File: src/verilog/mrs_pkg.sv
// Package: constants for the reset sequencer
package mrs_pkg;
  localparam int unsigned CLK_HZ = 25_000_000;
  // Oscillator startup time, nanoseconds
  localparam int unsigned OSC_START_NS = 4_000;
  // Least time rounds up to whole cycles
  localparam int unsigned OSC_START_CYC = (OSC_START_NS * (CLK_HZ / 1_000_000) + 999) / 1_000;
  localparam int unsigned HOLD_SHORT_CYC = 66;
  localparam int unsigned HOLD_XTAL_CYC = 5000;
  localparam int unsigned CNT_W = 13;
  localparam logic [15:0] VEC_ADDR_HI = 16'h0002;
  localparam logic [15:0] VEC_ADDR_LO = 16'h0003;
  localparam logic [7:0] WDOG_CTL_RST = 8'h00;
  localparam logic [7:0] OSC_CONTROL_REG_RST = 8'h00;
  localparam logic [1:0] CLKSEL_RC = 2'h0;
  localparam int unsigned GPIO_W = 24;
endpackage

File: src/verilog/mrs_pin_sync.sv
// Three-stage pin synchroniser with agreement filter
`timescale 1ns/1ps
`default_nettype none
module mrs_pin_sync #(
  parameter logic RST_VAL = 1'b1
) (
  input wire logic clk,
  input wire logic rst_n,
  input wire logic pin_i,
  output logic level_o
);
  logic s1_q, s2_q, s3_q, lvl_q;
  logic s1_d, s2_d, s3_d, lvl_d;
  always_comb begin
    s1_d = pin_i;
    s2_d = s1_q;
    s3_d = s2_q;
    // Stages two and three must agree before the level moves
    lvl_d = (s2_q == s3_q) ? s3_q : lvl_q;
  end
  always_ff @(posedge clk) begin
    if (!rst_n) begin
      s1_q <= RST_VAL;
      s2_q <= RST_VAL;
      s3_q <= RST_VAL;
      lvl_q <= RST_VAL;
    end else begin
      s1_q <= s1_d;
      s2_q <= s2_d;
      s3_q <= s3_d;
      lvl_q <= lvl_d;
    end
  end
  assign level_o = lvl_q;
endmodule
`default_nettype wire

File: src/verilog/mrs_reset_seq.sv
// Reset sequencer: startup wait, hold count, pin stretch, vector fetch
// Function
// - Wait oscillator startup before counting reset cycles
// - Hold core reset for 66 oscillator cycles
// - Crystal option lengthens hold to 5000 cycles
// - Power resets time from supply good
// - Stay in reset while pin asserted
// - External low on pin causes reset
// - Drive reset pin low during power wait, startup wait and hold
// - GPIO become inputs, pull-ups off
// - Core idle, crystal and watchdog oscillators run
// - Load control registers with reset values
// - Fetch vector from 0002H/0003H into PC
// - System reset selects RC oscillator clock
// - Stop recovery resets core and peripherals, reloads only watchdog, oscillator
`timescale 1ns/1ps
`default_nettype none
module mrs_reset_seq #(
  parameter int unsigned HOLD_SHORT = mrs_pkg::HOLD_SHORT_CYC,
  parameter int unsigned HOLD_XTAL = mrs_pkg::HOLD_XTAL_CYC
) (
  input wire logic clk,
  input wire logic rst_n,
  input wire logic supply_ok,
  input wire logic stop_recovery,
  input wire logic xtal_opt_en,
  input wire logic reset_pin_i,
  output logic reset_pin_o,
  output logic reset_pin_oe,
  output logic reset_pin_pullup_en,
  output logic core_rst_n,
  output logic periph_rst_n,
  output logic ctrl_reg_load,
  output logic wdog_osc_reg_load,
  output logic [7:0] wdog_ctl_rst_val,
  output logic [7:0] oscillator_control_reg_rst_val,
  output logic [1:0] clk_sel,
  output logic clk_sel_load,
  output logic xtal_osc_run,
  output logic wdog_osc_run,
  output logic [mrs_pkg::GPIO_W-1:0] gpio_dir_in,
  output logic [mrs_pkg::GPIO_W-1:0] gpio_pullup_en,
  output logic gpio_cfg_load,
  output logic vec_fetch,
  output logic [15:0] vec_addr,
  input wire logic [7:0] vec_data,
  output logic [15:0] pc_load_val,
  output logic pc_load
);
  import mrs_pkg::*;

  // Counter must reach the longer hold and the startup wait
  if (HOLD_SHORT < 1 || HOLD_XTAL < HOLD_SHORT || HOLD_XTAL >= (1 << CNT_W) ||
      OSC_START_CYC < 1 || OSC_START_CYC > (1 << CNT_W)) begin : g_bad_hold
    $error("mrs_reset_seq: hold counts out of range");
  end

  // ==========================================
  // Pin input
  logic pin_level;
  mrs_pin_sync #(.RST_VAL(1'b1)) u_pin_sync (
    .clk(clk),
    .rst_n(rst_n),
    .pin_i(reset_pin_i),
    .level_o(pin_level)
  );

  // ==========================================
  // Sequencer
  typedef enum logic [2:0] {
    MRS_POWER, MRS_START, MRS_HOLD, MRS_PIN, MRS_VEC_HI, MRS_VEC_LO, MRS_RUN
  } mrs_state_e;

  mrs_state_e st_q, st_d;
  logic [CNT_W-1:0] cnt_q, cnt_d;
  logic sys_q, sys_d;
  logic [7:0] vhi_q, vhi_d;
  logic [15:0] pc_q, pc_d;
  logic pcl_q, pcl_d;

  function automatic logic [CNT_W-1:0] hold_last(input logic xtal);
    hold_last = xtal ? CNT_W'(HOLD_XTAL - 1) : CNT_W'(HOLD_SHORT - 1);
  endfunction

  logic in_reset;
  assign in_reset = (st_q != MRS_RUN);

  always_comb begin
    st_d = st_q;
    cnt_d = cnt_q;
    sys_d = sys_q;
    vhi_d = vhi_q;
    pc_d = pc_q;
    pcl_d = 1'b0;
    case (st_q)
      MRS_POWER: begin
        cnt_d = '0;
        if (supply_ok) begin
          st_d = MRS_START;
        end
      end
      MRS_START: begin
        if (cnt_q == CNT_W'(OSC_START_CYC - 1)) begin
          cnt_d = '0;
          st_d = MRS_HOLD;
        end else begin
          cnt_d = cnt_q + CNT_W'(1);
        end
      end
      MRS_HOLD: begin
        // Option may change mid-hold; compare by magnitude so it never wraps
        if (cnt_q >= hold_last(xtal_opt_en)) begin
          st_d = MRS_PIN;
        end else begin
          cnt_d = cnt_q + CNT_W'(1);
        end
      end
      MRS_PIN: begin
        // Our own drive is released here; a low pin means the external side holds it
        if (pin_level) begin
          st_d = MRS_VEC_HI;
        end
      end
      MRS_VEC_HI: begin
        vhi_d = vec_data;
        st_d = MRS_VEC_LO;
      end
      MRS_VEC_LO: begin
        pc_d = {vhi_q, vec_data};
        pcl_d = 1'b1;
        st_d = MRS_RUN;
      end
      MRS_RUN: begin
        sys_d = 1'b0;
        // Pin wins over stop recovery: a system reset reloads more
        if (!pin_level) begin
          sys_d = 1'b1;
          cnt_d = '0;
          st_d = MRS_START;
        end else if (stop_recovery) begin
          sys_d = 1'b0;
          cnt_d = '0;
          st_d = MRS_START;
        end
      end
      default: begin
        st_d = MRS_POWER;
      end
    endcase
    // Supply dip restarts everything, timed from its return
    if (!supply_ok) begin
      st_d = MRS_POWER;
      sys_d = 1'b1;
      cnt_d = '0;
    end
  end

  // Synchronous reset; rst_n sits in the same domain
  always_ff @(posedge clk) begin
    if (!rst_n) begin
      st_q <= MRS_POWER;
      cnt_q <= '0;
      sys_q <= 1'b1;
      vhi_q <= 8'h00;
      pc_q <= 16'h0000;
      pcl_q <= 1'b0;
    end else begin
      st_q <= st_d;
      cnt_q <= cnt_d;
      sys_q <= sys_d;
      vhi_q <= vhi_d;
      pc_q <= pc_d;
      pcl_q <= pcl_d;
    end
  end

  // ==========================================
  // Outputs
  // Pin is released in the pin wait, vector fetch and run states, so the
  // synchronised level reflects the external party while we wait on it
  logic sys_load;
  assign sys_load = in_reset && sys_q;
  always_comb begin
    reset_pin_oe = 1'b0;
    vec_fetch = 1'b0;
    vec_addr = VEC_ADDR_HI;
    case (st_q)
      MRS_POWER, MRS_START, MRS_HOLD: begin
        reset_pin_oe = 1'b1;
      end
      MRS_VEC_HI: begin
        vec_fetch = 1'b1;
      end
      MRS_VEC_LO: begin
        vec_fetch = 1'b1;
        vec_addr = VEC_ADDR_LO;
      end
      default: begin
        reset_pin_oe = 1'b0;
      end
    endcase
  end
  assign reset_pin_o = 1'b0;
  assign reset_pin_pullup_en = 1'b1;
  assign core_rst_n = ~in_reset;
  assign periph_rst_n = ~in_reset;
  assign xtal_osc_run = 1'b1;
  assign wdog_osc_run = 1'b1;
  // Stop recovery leaves sys_q low, so of the loads below only wdog_osc_reg_load asserts
  assign ctrl_reg_load = sys_load;
  assign wdog_osc_reg_load = in_reset;
  assign wdog_ctl_rst_val = WDOG_CTL_RST;
  assign oscillator_control_reg_rst_val = OSC_CONTROL_REG_RST;
  assign clk_sel = CLKSEL_RC;
  assign clk_sel_load = sys_load;
  assign gpio_cfg_load = sys_load;
  assign gpio_dir_in = {GPIO_W{1'b1}};
  assign gpio_pullup_en = {GPIO_W{1'b0}};
  assign pc_load_val = pc_q;
  assign pc_load = pcl_q;
endmodule
`default_nettype wire
File: config.mk
export PLATFORM = sky130hd
export DESIGN_NAME = mrs_reset_seq
export DESIGN_NICKNAME = d
export VERILOG_FILES = /design/src/verilog/mrs_pkg.sv /design/src/verilog/mrs_pin_sync.sv /design/src/verilog/mrs_reset_seq.sv
export SDC_FILE = /design/constraint.sdc
export NUM_CORES = 1
export LEC_CHECK = 0
export BUFFER_PORTS_ARGS = -buffer_cell sky130_fd_sc_hd__buf_2
export CAP_MARGIN = 20
export CORE_MARGIN = 2
export CORE_UTILIZATION = 43
export DETAILED_ROUTE_END_ITERATION = 10
export HOLD_SLACK_MARGIN = 0.06
export PLACE_DENSITY = 0.76
export SLEW_MARGIN = 20
export SYNTH_ARGS = -nofsm -noshare
export SYNTH_HDL_FRONTEND = slang
export SYNTH_HIERARCHICAL = 1
export SYNTH_SLANG_ARGS = --single-unit
File: constraint.sdc
create_clock -name clk -period 2.5 [get_ports clk]
set_clock_uncertainty 0.2 [all_clocks]
set_input_delay 0.5 -clock clk [delete_from_list [all_inputs] [get_ports clk]]
set_output_delay 0.5 -clock clk [all_outputs]
set_load 0.05 [all_outputs]
==> impl_results.md, run 1 <==
- Status: complete, but fails checks
- Failing checks: DRC
- Sw Share: 0.355
- Setup crit end kind: flop
- Slowest cell on the critical path: or4_1
- Syn Std Cell Area: around 2900 µm²
- RSZ-0062 raised after global routing: no
- First-pass GRT wire length: 9380 µm
- Drc violations: 6
- Post-synthesis adder-cell area fraction: 0.0348
- Number of vias per cell: ~4.8
- Worst hold path stage count: 2
- Hold Crit Class: input port to flop
- DR WL/cell: around 12 µm
- Post-layout min period: roughly 2.4 ns
- Hold Fails Final Rpt: 0
- Worst-margin pin slew: 0.515 ns
- Area Overhead vs Synth: 3.66%
- WS Path Type: input port to flop
- ANT cells: 0
- Compound-cell area share of the yosys netlist: 0.141
- Crit path DAT: around 2.4 ns
- Max-Cap Viols: 0
- Initial Util: 0.447
- Post-synthesis sequential area ratio: 0.321
- IO buf count: 39
- Via count: about 2,300
- Clk buf depth: 2
- Critical hold path startpoint: reset_pin_i
- Std-Cell Rows: 29
- Mux contribution to synthesized area: 0.0418
- Synth async-reset ratio: 0
- Routed Antenna Nets: 0
- FF-to-FF path depth: 7
- DRT Wirelength: approximately 5700 µm
- Clock H-tree levels: 2
- Initial antenna violation count: 0
- Die Footprint: ~7400 µm²
- Synth Area in XOR/XNOR: 0
- Layout fillers: 630
- Max_slew headroom: 0.657
- Part of the power in registers: 0.446
- Yosys reg bits: 46
- Fin util: 0.464
- Worst vdd ir: 0.267 mV
- Die H: 85.7 µm
- Power Total: between 1.5 and 2 mW
- GPL Wtd Cong: ~0.86
- EDFF count, synth: 0
- Final period util: 0.952
- Final instance area: just under 3000 µm²
- TritonCTS Buffers: 5
- FMAX: approximately 0.42 GHz
- Main combinational cell family by area after synthesis: buffers and inverters
- Post-Synth Simple-Gate Area: 0.195
- Critical path cell sequence: buf_2 -> inv_2 -> ha_1 -> and4_1 -> a311o_1 -> o31a_1 -> or4_1 -> a31oi_1
- Clock Sinks: 46
- Post-CTS Hold Buffers: 0
- Reg clk slew, reported paths: ~0.090 ns
- R2r setup slk: roughly 0.13 ns
- Setup Fix Bufs, Post-CTS: 0
- Combinational share of power: 0.215
- Worst setup SP type: input port
- Origin of the critical flop-to-flop path: cnt_q[1]
- # IOs: between 100 and 150
- 1st-pass router iterations: 9
- Post-Synthesis Cells: ~350
- Drt initial violations: between 80 and 90
- Pwr/cell area: 558 nW/µm²
- Final setup vio count: 0
- CTS tree: yes
- CP Max Fanout: 6
- Slew Viols, Final: 0
- Hold path endpoint: u_pin_sync/s1_q
- Commonest non-fill, non-tap cell in the layout: conb_1
- Most frequent cells in the layout: conb_1, nand2_1, dfxtp_1
- Synthesized area per cell: ~8.2 µm²
- Root Buffer Master: clkbuf_8
- Total grt overflow: 0
- CP peak stage delay: approximately 0.46 ns
- Int Power: around 1.1 mW
- Sw power: 0.590 mW
- Largest net degree at the start of global routing: 29
- Lkg Pwr: around 1.3 nW
- Critical path required time: 2.52 ns
- Fin nets: slightly above 400
- Core footprint: about 6400 µm²
- Top FF cell, synth: dfxtp_1
- Share of cells above drive strength 1: 0.173
- YS warnings: 6
- Clock power frac: 0.338
- Placement Cell Area: 2860 µm²
- Total GRT Usage: 0.155
- DIE WIDTH: around 86 µm
- Post-DP HPWL: ~4300 µm
- Distinct cells, synth: 46
- Setup TNS: 0 ns
- Vias in the first global route: between 2,000 and 2,500
- End of the worst register-to-register path: cnt_q[7]
- Post_cts resized: 0
- Clock Latency Late Sink: roughly 0.3 ns
==> flip-flops by register name (all words and copies together) (netlist names) <==
name,cells
pc_load_val,16
cnt_q,13
vhi_q,8
st_q,3
pc_load,1
sys_q,1
u_pin_sync/level_o,1
u_pin_sync/s1_q,1
u_pin_sync/s2_q,1
u_pin_sync/s3_q,1
==> synth_stat cells, types with 2 or more instances <==
master,instances,area [µm²]
nand2_1,44,165
o21ai_0,6,30.0
o21ai_1,2,10.0
or3_1,3,18.8
nor2_1,10,37.5
nand2b_1,4,25.0
a22oi_1,4,30.0
nor3b_1,3,22.5
or2_2,2,12.5
and2_1,2,12.5
nand3_1,13,65.1
and3_1,3,18.8
o22ai_1,4,25.0
nor3_1,6,30.0
nor2b_1,12,75.1
a21oi_1,10,50.1
o21a_1,2,15.0
nand4_1,3,18.8
o31a_1,2,17.5
conb_1,2,7.51
ha_1,8,100
clkbuf_1,10,37.5
a31oi_1,3,18.8
o211ai_1,5,37.5
buf_4,89,668
a21boi_0,17,128
inv_1,7,26.3
dfxtp_1,46,921
mux2i_1,12,120
==> worst max path at each step <==
stage                startpoint       end  slack, ns  depth (start not counted)
floorplan           xtal_opt_en  cnt_q[7]      -0.08                          7
global placement    xtal_opt_en  cnt_q[7]      -0.17                          8
detailed placement  xtal_opt_en  cnt_q[7]      -0.27                          9
CTS                 xtal_opt_en  cnt_q[7]       0.04                          9
global route           cnt_q[1]  cnt_q[7]       0.02                          7
finish              xtal_opt_en  cnt_q[7]       0.12                          8
==> through the flow <==
step           cells  hold WS [ns]  worst slack, ns
2_1_floorplan    434         0.186          -0.0847
3_3_place_gp     462         0.189           -0.165
3_5_place_dp     462         0.210           -0.271
4_1_cts          470         0.173           0.0442
5_1_grt          470         0.180           0.0230
6_report         470         0.182            0.120
==> critical path, delay by kind of cell <==
family                   cells  cell delay [ns]
AND/OR/NAND/NOR              2             0.66
adder cells (fa/ha/maj)      1             0.31
buffers and inverters        2             0.16
AO/OA/AOI/OAI                3             0.77
==> power by group through the flow <==
stage / clock [mW] / combinational [mW] / sequential (mW)
3_3_place_gp: 0 / 0.351 / 0.758
4_1_cts: 0.580 / 0.354 / 0.741
6_report: 0.562 / 0.358 / 0.741
2_1_floorplan: 0 / 0.427 / 0.756
3_5_place_dp: 0 / 0.354 / 0.758
5_1_grt: 0.611 / 0.373 / 0.742
==> cell type report <==
cell class | instances | area (µm²) | area share
Timing Repair Buffer | 53 | 300 | 0.101
Clock inverter | 3 | 43.8 | 0.0147
Tap cell | 77 | 96.3 | 0.0324
Inverter | 9 | 33.8 | 0.0113
Clock buffer | 5 | 68.8 | 0.0231
Multi-Input combinational cell | 277 | 1510 | 0.508
Sequential cell | 46 | 923 | 0.310
==> layer usage <==
layer	wire (µm)	GRT usage
met1	2420	0.191
met2	2830	0.258
met3	442	0.0452
met4	57	0.0563
met5	0	0
==> kinds of logic (layout without fill, tap and decap cells) <==
kind of cell,after synthesis,after routing
flops,46,46
other cells,2,85
mux,12,12
fa+ha+maj,8,8
buf+inv,111,70
simple gates,112,112
compound gates,60,60
Power figures use the tool's default switching activity.
==> run 2, diff against run 1 <==
- CORE_UTILIZATION: 43 -> 25
- PLACE_DENSITY: 0.76 -> unset
- clock period: 2.5 -> 3 ns (I/O delays scaled with it)
==> run 2 against run 1 <==
  * Critical path type unchanged
  * Worst hold slack better by 0.026 ns
  * Global-route usage shrank 6.6 points
  * Sequential cell count unchanged
  * Non-clock buffer count shrank 7
  * Highest routed layer is now met5
  * Sequential share of layout area is 0.86 points lower
  * Register-to-register slack gained 0.34 ns
  * Sequential power down 16%
  * Setup slack better by 0.27 ns
  * Utilization down 19 points
  * The flow now finishes without violations
  * Power decreased by 7.5%
==> impl_results.md, run 2 (synthesized netlist as in run 1, its figures left out) <==
- TritonCTS Buffers: 5 (unchanged)
- Slowest cell on the critical path: or4_1
- Clock Latency Late Sink: 0.28 ns (-0.02 ns)
- Setup crit end kind: flop
- Die Footprint: 12,400 µm² (+68%)
- Root Buffer Master: clkbuf_16
- Core footprint: 11,300 µm² (+76%)
- DIE WIDTH: 111 µm (+30%)
- Slew Viols, Final: 0 (unchanged)
- Critical path cell sequence: buf_2 -> inv_1 -> ha_1 -> and4_1 -> a311o_1 -> o31a_1 -> or4_1 -> a31oi_1
- Share of cells above drive strength 1: 0.148 (-0.0254)
- Std-Cell Rows: 39 (+34%)
- Crit path max-delay family: compound AO/OA/AOI/OAI gates
- Worst vdd ir: 0.230 mV (-14%)
- Max reg flops: 16 (unchanged)
- Clock H-tree levels: 2 (unchanged)
- Reg clk slew, reported paths: 0.06 ns (-0.03 ns)
- Pre-CTS WS: 0.0949 ns (+0.366 ns)
- Clock Sinks: 46 (unchanged)
- Area Overhead vs Synth: 6.32%
- Setup Fix Bufs, Post-CTS: 0 (unchanged)
- Total grt overflow: 0 (unchanged)
- Post_cts resized: 0 (unchanged)
- CP peak stage delay: 0.47 ns (about the same)
- Placed Cells incl. Taps: 521 (+13%)
- Clk buf depth: 2 (unchanged)
- First-pass GRT wire length: 9240 µm (-1.5%)
- Status: completed
- GPL Wtd Cong: 0.795 (-7.5%)
- Final WS setup: 0.388 ns (+0.268 ns)
- Fin nets: 407 (-1.7%)
- Drt initial violations: 92 (+4.5%)
- 1st-pass router iterations: 4 (-5)
- Die H: 111 µm (+30%)
- Vias in the first global route: 2,012 (-4.5%)
- Setup TNS: 0 ns (unchanged)
- Post-layout min period: approximately 2.6 ns
- DR WL/cell: 10.8 µm (-12%)
- Initial Util: 0.254 (-0.194)
- CP Max Fanout: 6 (unchanged)
- Power Total: 1.54 mW (-7.5%)
- Final setup vio count: 0 (unchanged)
- Max_slew headroom: 0.621 (-0.0361)
- CTS tree: yes
- ANT cells: 0 (unchanged)
- RSZ-0062 raised after global routing: no
- IO buf count: 39 (unchanged)
- # IOs: 125 (unchanged)
- Initial antenna violation count: 1 (+1)
- Hold Fails Final Rpt: 0 (unchanged)
- Max-Cap Viols: 0 (unchanged)
- WP buf/inv: 2 (unchanged)
- Routed Antenna Nets: 0 (unchanged)
- Pwr/cell area: 503 nW/µm² (-9.9%)
- Post-DP HPWL: 4250 µm (-0.41%)
- Most frequent cells in the layout: conb_1, dfxtp_1, nand2_1
- WS Path Type: input port to flop
- Largest net degree at the start of global routing: 26 (-10%)
- Final period util: 0.871
- Worst setup SP type: input port
- Final instance area: 3050 µm² (+2.6%)
- Placement Cell Area: 2890 µm² (+0.87%)
- Critical path required time: 3.01 ns (+0.49 ns)
- Number of vias per cell: 4.20 (-12%)
- Post-CTS Hold Buffers: 0 (unchanged)
- DRT Wirelength: 5720 µm (-0.45%)
- Lkg Pwr: 1.27 nW (-1.4%)
- Via count: 2,221 (-1.4%)
- Crit path DAT: 2.62 ns (+0.21 ns)
- FMAX: 0.383 GHz
- Commonest non-fill, non-tap cell in the layout: conb_1
- Non-Filler Instances: 529 (+13%)
- Drc violations: 0 (-6)
- Hold Crit Class: flop to flop
- Worst-margin pin slew: 0.568 ns (+0.0529 ns)
- Total GRT Usage: 0.0887 (-0.0664)
## run 2: changes by cell type in the layout (fill, tap and decap cells not counted), sizes merged
cell,delta
clkinv,-1
inv,-1
buf,-7
clkinvlp,+1
clkbuf,+1
## run 2: path summary, 6_finish.rpt
kind                                 startpoint         endpoint  slack (ns)  cells past startpoint
worst max-delay path                xtal_opt_en         cnt_q[7]        0.39                      8
worst min-delay path            u_pin_sync/s1_q  u_pin_sync/s2_q        0.21                      1
worst max register to register         cnt_q[7]         cnt_q[7]        0.47                      6
worst min register to register  u_pin_sync/s1_q  u_pin_sync/s2_q        0.21                      1
## run 2: power breakdown
group	switching (mW)	leakage, nW	internal [mW]
registers	0.00540	0.371	0.614
logic	0.264	0.822	0.0255
clock network	0.233	0.0771	0.393
## run 2: per-stage QoR
stage / util / hold WS, ns
floorplan: - / 0.186
global placement: 0.255 / 0.196
detailed placement: 0.255 / 0.193
CTS: 0.270 / 0.209
global route: 0.270 / 0.232
finish: 0.270 / 0.208
## run 2: cell type report
type / count / area, µm²
clock buffers: 6 / 129
clock inverters: 2 / 37.5
fillers: 1254 / 8270
inverters: 9 / 33.8
multi-input cells: 277 / 1510
flip-flops and latches: 46 / 921
well taps: 143 / 179
repair buffers: 46 / 248
## run 2: routing by layer
| layer | vias to the layer above | routed length [µm] | track usage |
|---|---|---|---|
| li1 | 1085 | - | - |
| met1 | 1022 | 2470 | 0.112 |
| met2 | 107 | 2540 | 0.139 |
| met3 | 5 | 660 | 0.0372 |
| met5 | - | 13 | 0 |
| met4 | 2 | 36 | 0.0239 |
==> run 3, diff against run 2 <==
- ABC_CLOCK_PERIOD_IN_PS: unset -> 3000
- CTS_BUF_LIST: unset -> sky130_fd_sc_hd__clkbuf_16
- HOLD_SLACK_MARGIN: 0.06 -> unset
==> run 3 against run 2 <==
  * Via count stayed put
  * Sequential power barely moved
  * Final area did not move
  * Fmax stayed put
  * Combinational power about the same
  * Sequential cell count stayed put
  * Sequential share of layout area did not move
  * Count of clock-buffer cells in the layout shrank 1
  * Cell count stayed put
  * Worst hold slack about the same
  * Register-to-register slack is essentially flat
  * Largest cell class unchanged
  * Largest power group unchanged
==> impl_results.md, run 3 (synthesized netlist as in run 1, its figures left out) <==
- Clk buf depth: 2 (unchanged)
- TritonCTS Buffers: 5 (unchanged)
- Fin nets: 407 (unchanged)
- Drt initial violations: 92 (unchanged)
- Number of vias per cell: 4.20 (unchanged)
- Via count: 2,221 (unchanged)
- Max layer used: met5
- WL met3: 660 µm (unchanged)
- Slew Viols, Final: 0 (unchanged)
- Post-CTS Hold Buffers: 0 (unchanged)
- # IOs: 125 (unchanged)
- IO buf count: 39 (unchanged)
- DIE WIDTH: 111 µm (unchanged)
- Fin util: 0.270 (unchanged)
- FMAX: 0.383 GHz (unchanged)
- Root Buffer Master: clkbuf_16
- 1st-pass router iterations: 4 (unchanged)
- Reg clk slew, reported paths: 0.06 ns (about the same)
- Placement Cell Area: 2890 µm² (unchanged)
- Sw power: 0.503 mW (about the same)
- Drc violations: 0 (unchanged)
- Total GRT Usage: 0.0887 (unchanged)
- Worst setup SP type: input port
- Worst-margin pin slew: 0.568 ns (unchanged)
- Pre-CTS WS: 0.0949 ns (unchanged)
- ANT cells: 0 (unchanged)
- Max-Cap Viols: 0 (unchanged)
- Largest net degree at the start of global routing: 26 (unchanged)
- CTS tree: yes
- Worst vdd ir: 0.230 mV (about the same)
- Post-DP HPWL: 4250 µm (unchanged)
- Total grt overflow: 0 (unchanged)
- Initial Util: 0.254 (unchanged)
- Metal2 WL: 2540 µm (unchanged)
- Lkg Pwr: 1.28 nW (+0.33%)
- Post_cts resized: 0 (unchanged)
- Die H: 111 µm (unchanged)
- DRT Wirelength: 5720 µm (unchanged)
- Final period util: 0.871 (unchanged)
- Setup crit end kind: flop
- Part of the power in registers: 0.404 (about the same)
- CP Max Fanout: 6 (unchanged)
- Vias in the first global route: 2,012 (unchanged)
- GPL Wtd Cong: 0.795 (unchanged)
- Clock H-tree levels: 2 (unchanged)
- First-pass GRT wire length: 9240 µm (unchanged)
- Initial antenna violation count: 1 (unchanged)
- Sw Share: 0.328 (+0.000829)
- Most frequent cells in the layout: conb_1, dfxtp_1, nand2_1
- Pwr/cell area: 502 nW/µm² (-0.21%)
- WS Path Type: input port to flop
- Worst hold path stage count: 1 (unchanged)
- Final WS setup: 0.388 ns (unchanged)
- Max_slew headroom: 0.621 (unchanged)
- Final setup vio count: 0 (unchanged)
- Critical path required time: 3.01 ns (about the same)
- Setup Fix Bufs, Post-CTS: 0 (unchanged)
- Final instance area: 3050 µm² (unchanged)
- Worst hold slack: 0.208 ns (+0.0000450 ns)
- Share of cells above drive strength 1: 0.148 (unchanged)
- Combinational share of power: 0.189 (about the same)
- Setup TNS: 0 ns (unchanged)
- FF-to-FF path depth: 6 (unchanged)
- Clock power frac: 0.406 (-0.002)
- M1 WL: 2470 µm (unchanged)
- Hold Crit Class: flop to flop
- Post-layout min period: 2.61 ns (unchanged)
- Commonest non-fill, non-tap cell in the layout: conb_1
- Status: completed
- Layout fillers: 1,254 (unchanged)
- Clock Latency Late Sink: 0.28 ns (about the same)
- Max reg flops: 16 (unchanged)
- RSZ-0062 raised after global routing: no
- Routed Antenna Nets: 0 (unchanged)
- Hold Fails Final Rpt: 0 (unchanged)
- Int Power: 1.03 mW (-0.33%)
- Core footprint: 11,300 µm² (unchanged)
- DR WL/cell: 10.8 µm (unchanged)
- Area Overhead vs Synth: 6.32% (unchanged)
- Die Footprint: 12,400 µm² (unchanged)
- Crit path DAT: 2.62 ns (about the same)
- Std-Cell Rows: 39 (unchanged)
- Clock Sinks: 46 (unchanged)
## run 3: routing by layer
layer	vias up	track usage
li1	1085	-
met1	1022	0.112
met2	107	0.139
met3	5	0.0372
met4	2	0.0239
met5	-	0
## run 3: cell type report
class	count	area [µm²]	area share
multi-input cells	277	1510	0.493
flip-flops and latches	46	921	0.302
repair buffers	46	248	0.0811
well taps	143	179	0.0586
clock buffers	5	125	0.0410
clock inverters	3	41.3	0.0135
inverters	9	33.8	0.0111
## run 3: worst max-delay path, stage by stage
cell	delay, ns
buf_2	0.10
inv_1	0.17
ha_1	0.28
and4_1	0.21
a311o_1	0.39
o31a_1	0.26
or4_1	0.47
a31oi_1	0.14
## run 3: power by group through the flow
stage               clock network (mW)  logic, mW  registers [mW]
floorplan                            0      0.356           0.630
global placement                     0      0.287           0.634
detailed placement                   0      0.288           0.634
CTS                              0.640      0.288           0.620
global route                     0.661      0.302           0.620
finish                           0.623      0.290           0.620
## run 3: final timing paths
path                                         to  slack (ns)             from
worst max-delay path                   cnt_q[7]        0.39      xtal_opt_en
worst min-delay path            u_pin_sync/s2_q        0.21  u_pin_sync/s1_q
worst max register to register         cnt_q[7]        0.47         cnt_q[7]
worst min register to register  u_pin_sync/s2_q        0.21  u_pin_sync/s1_q
## run 3: stage by stage
stage               cells  power, mW
CTS                   529       1.55
detailed placement    521      0.922
global placement      521      0.920
floorplan             434      0.986
finish                529       1.53
global route          529       1.58
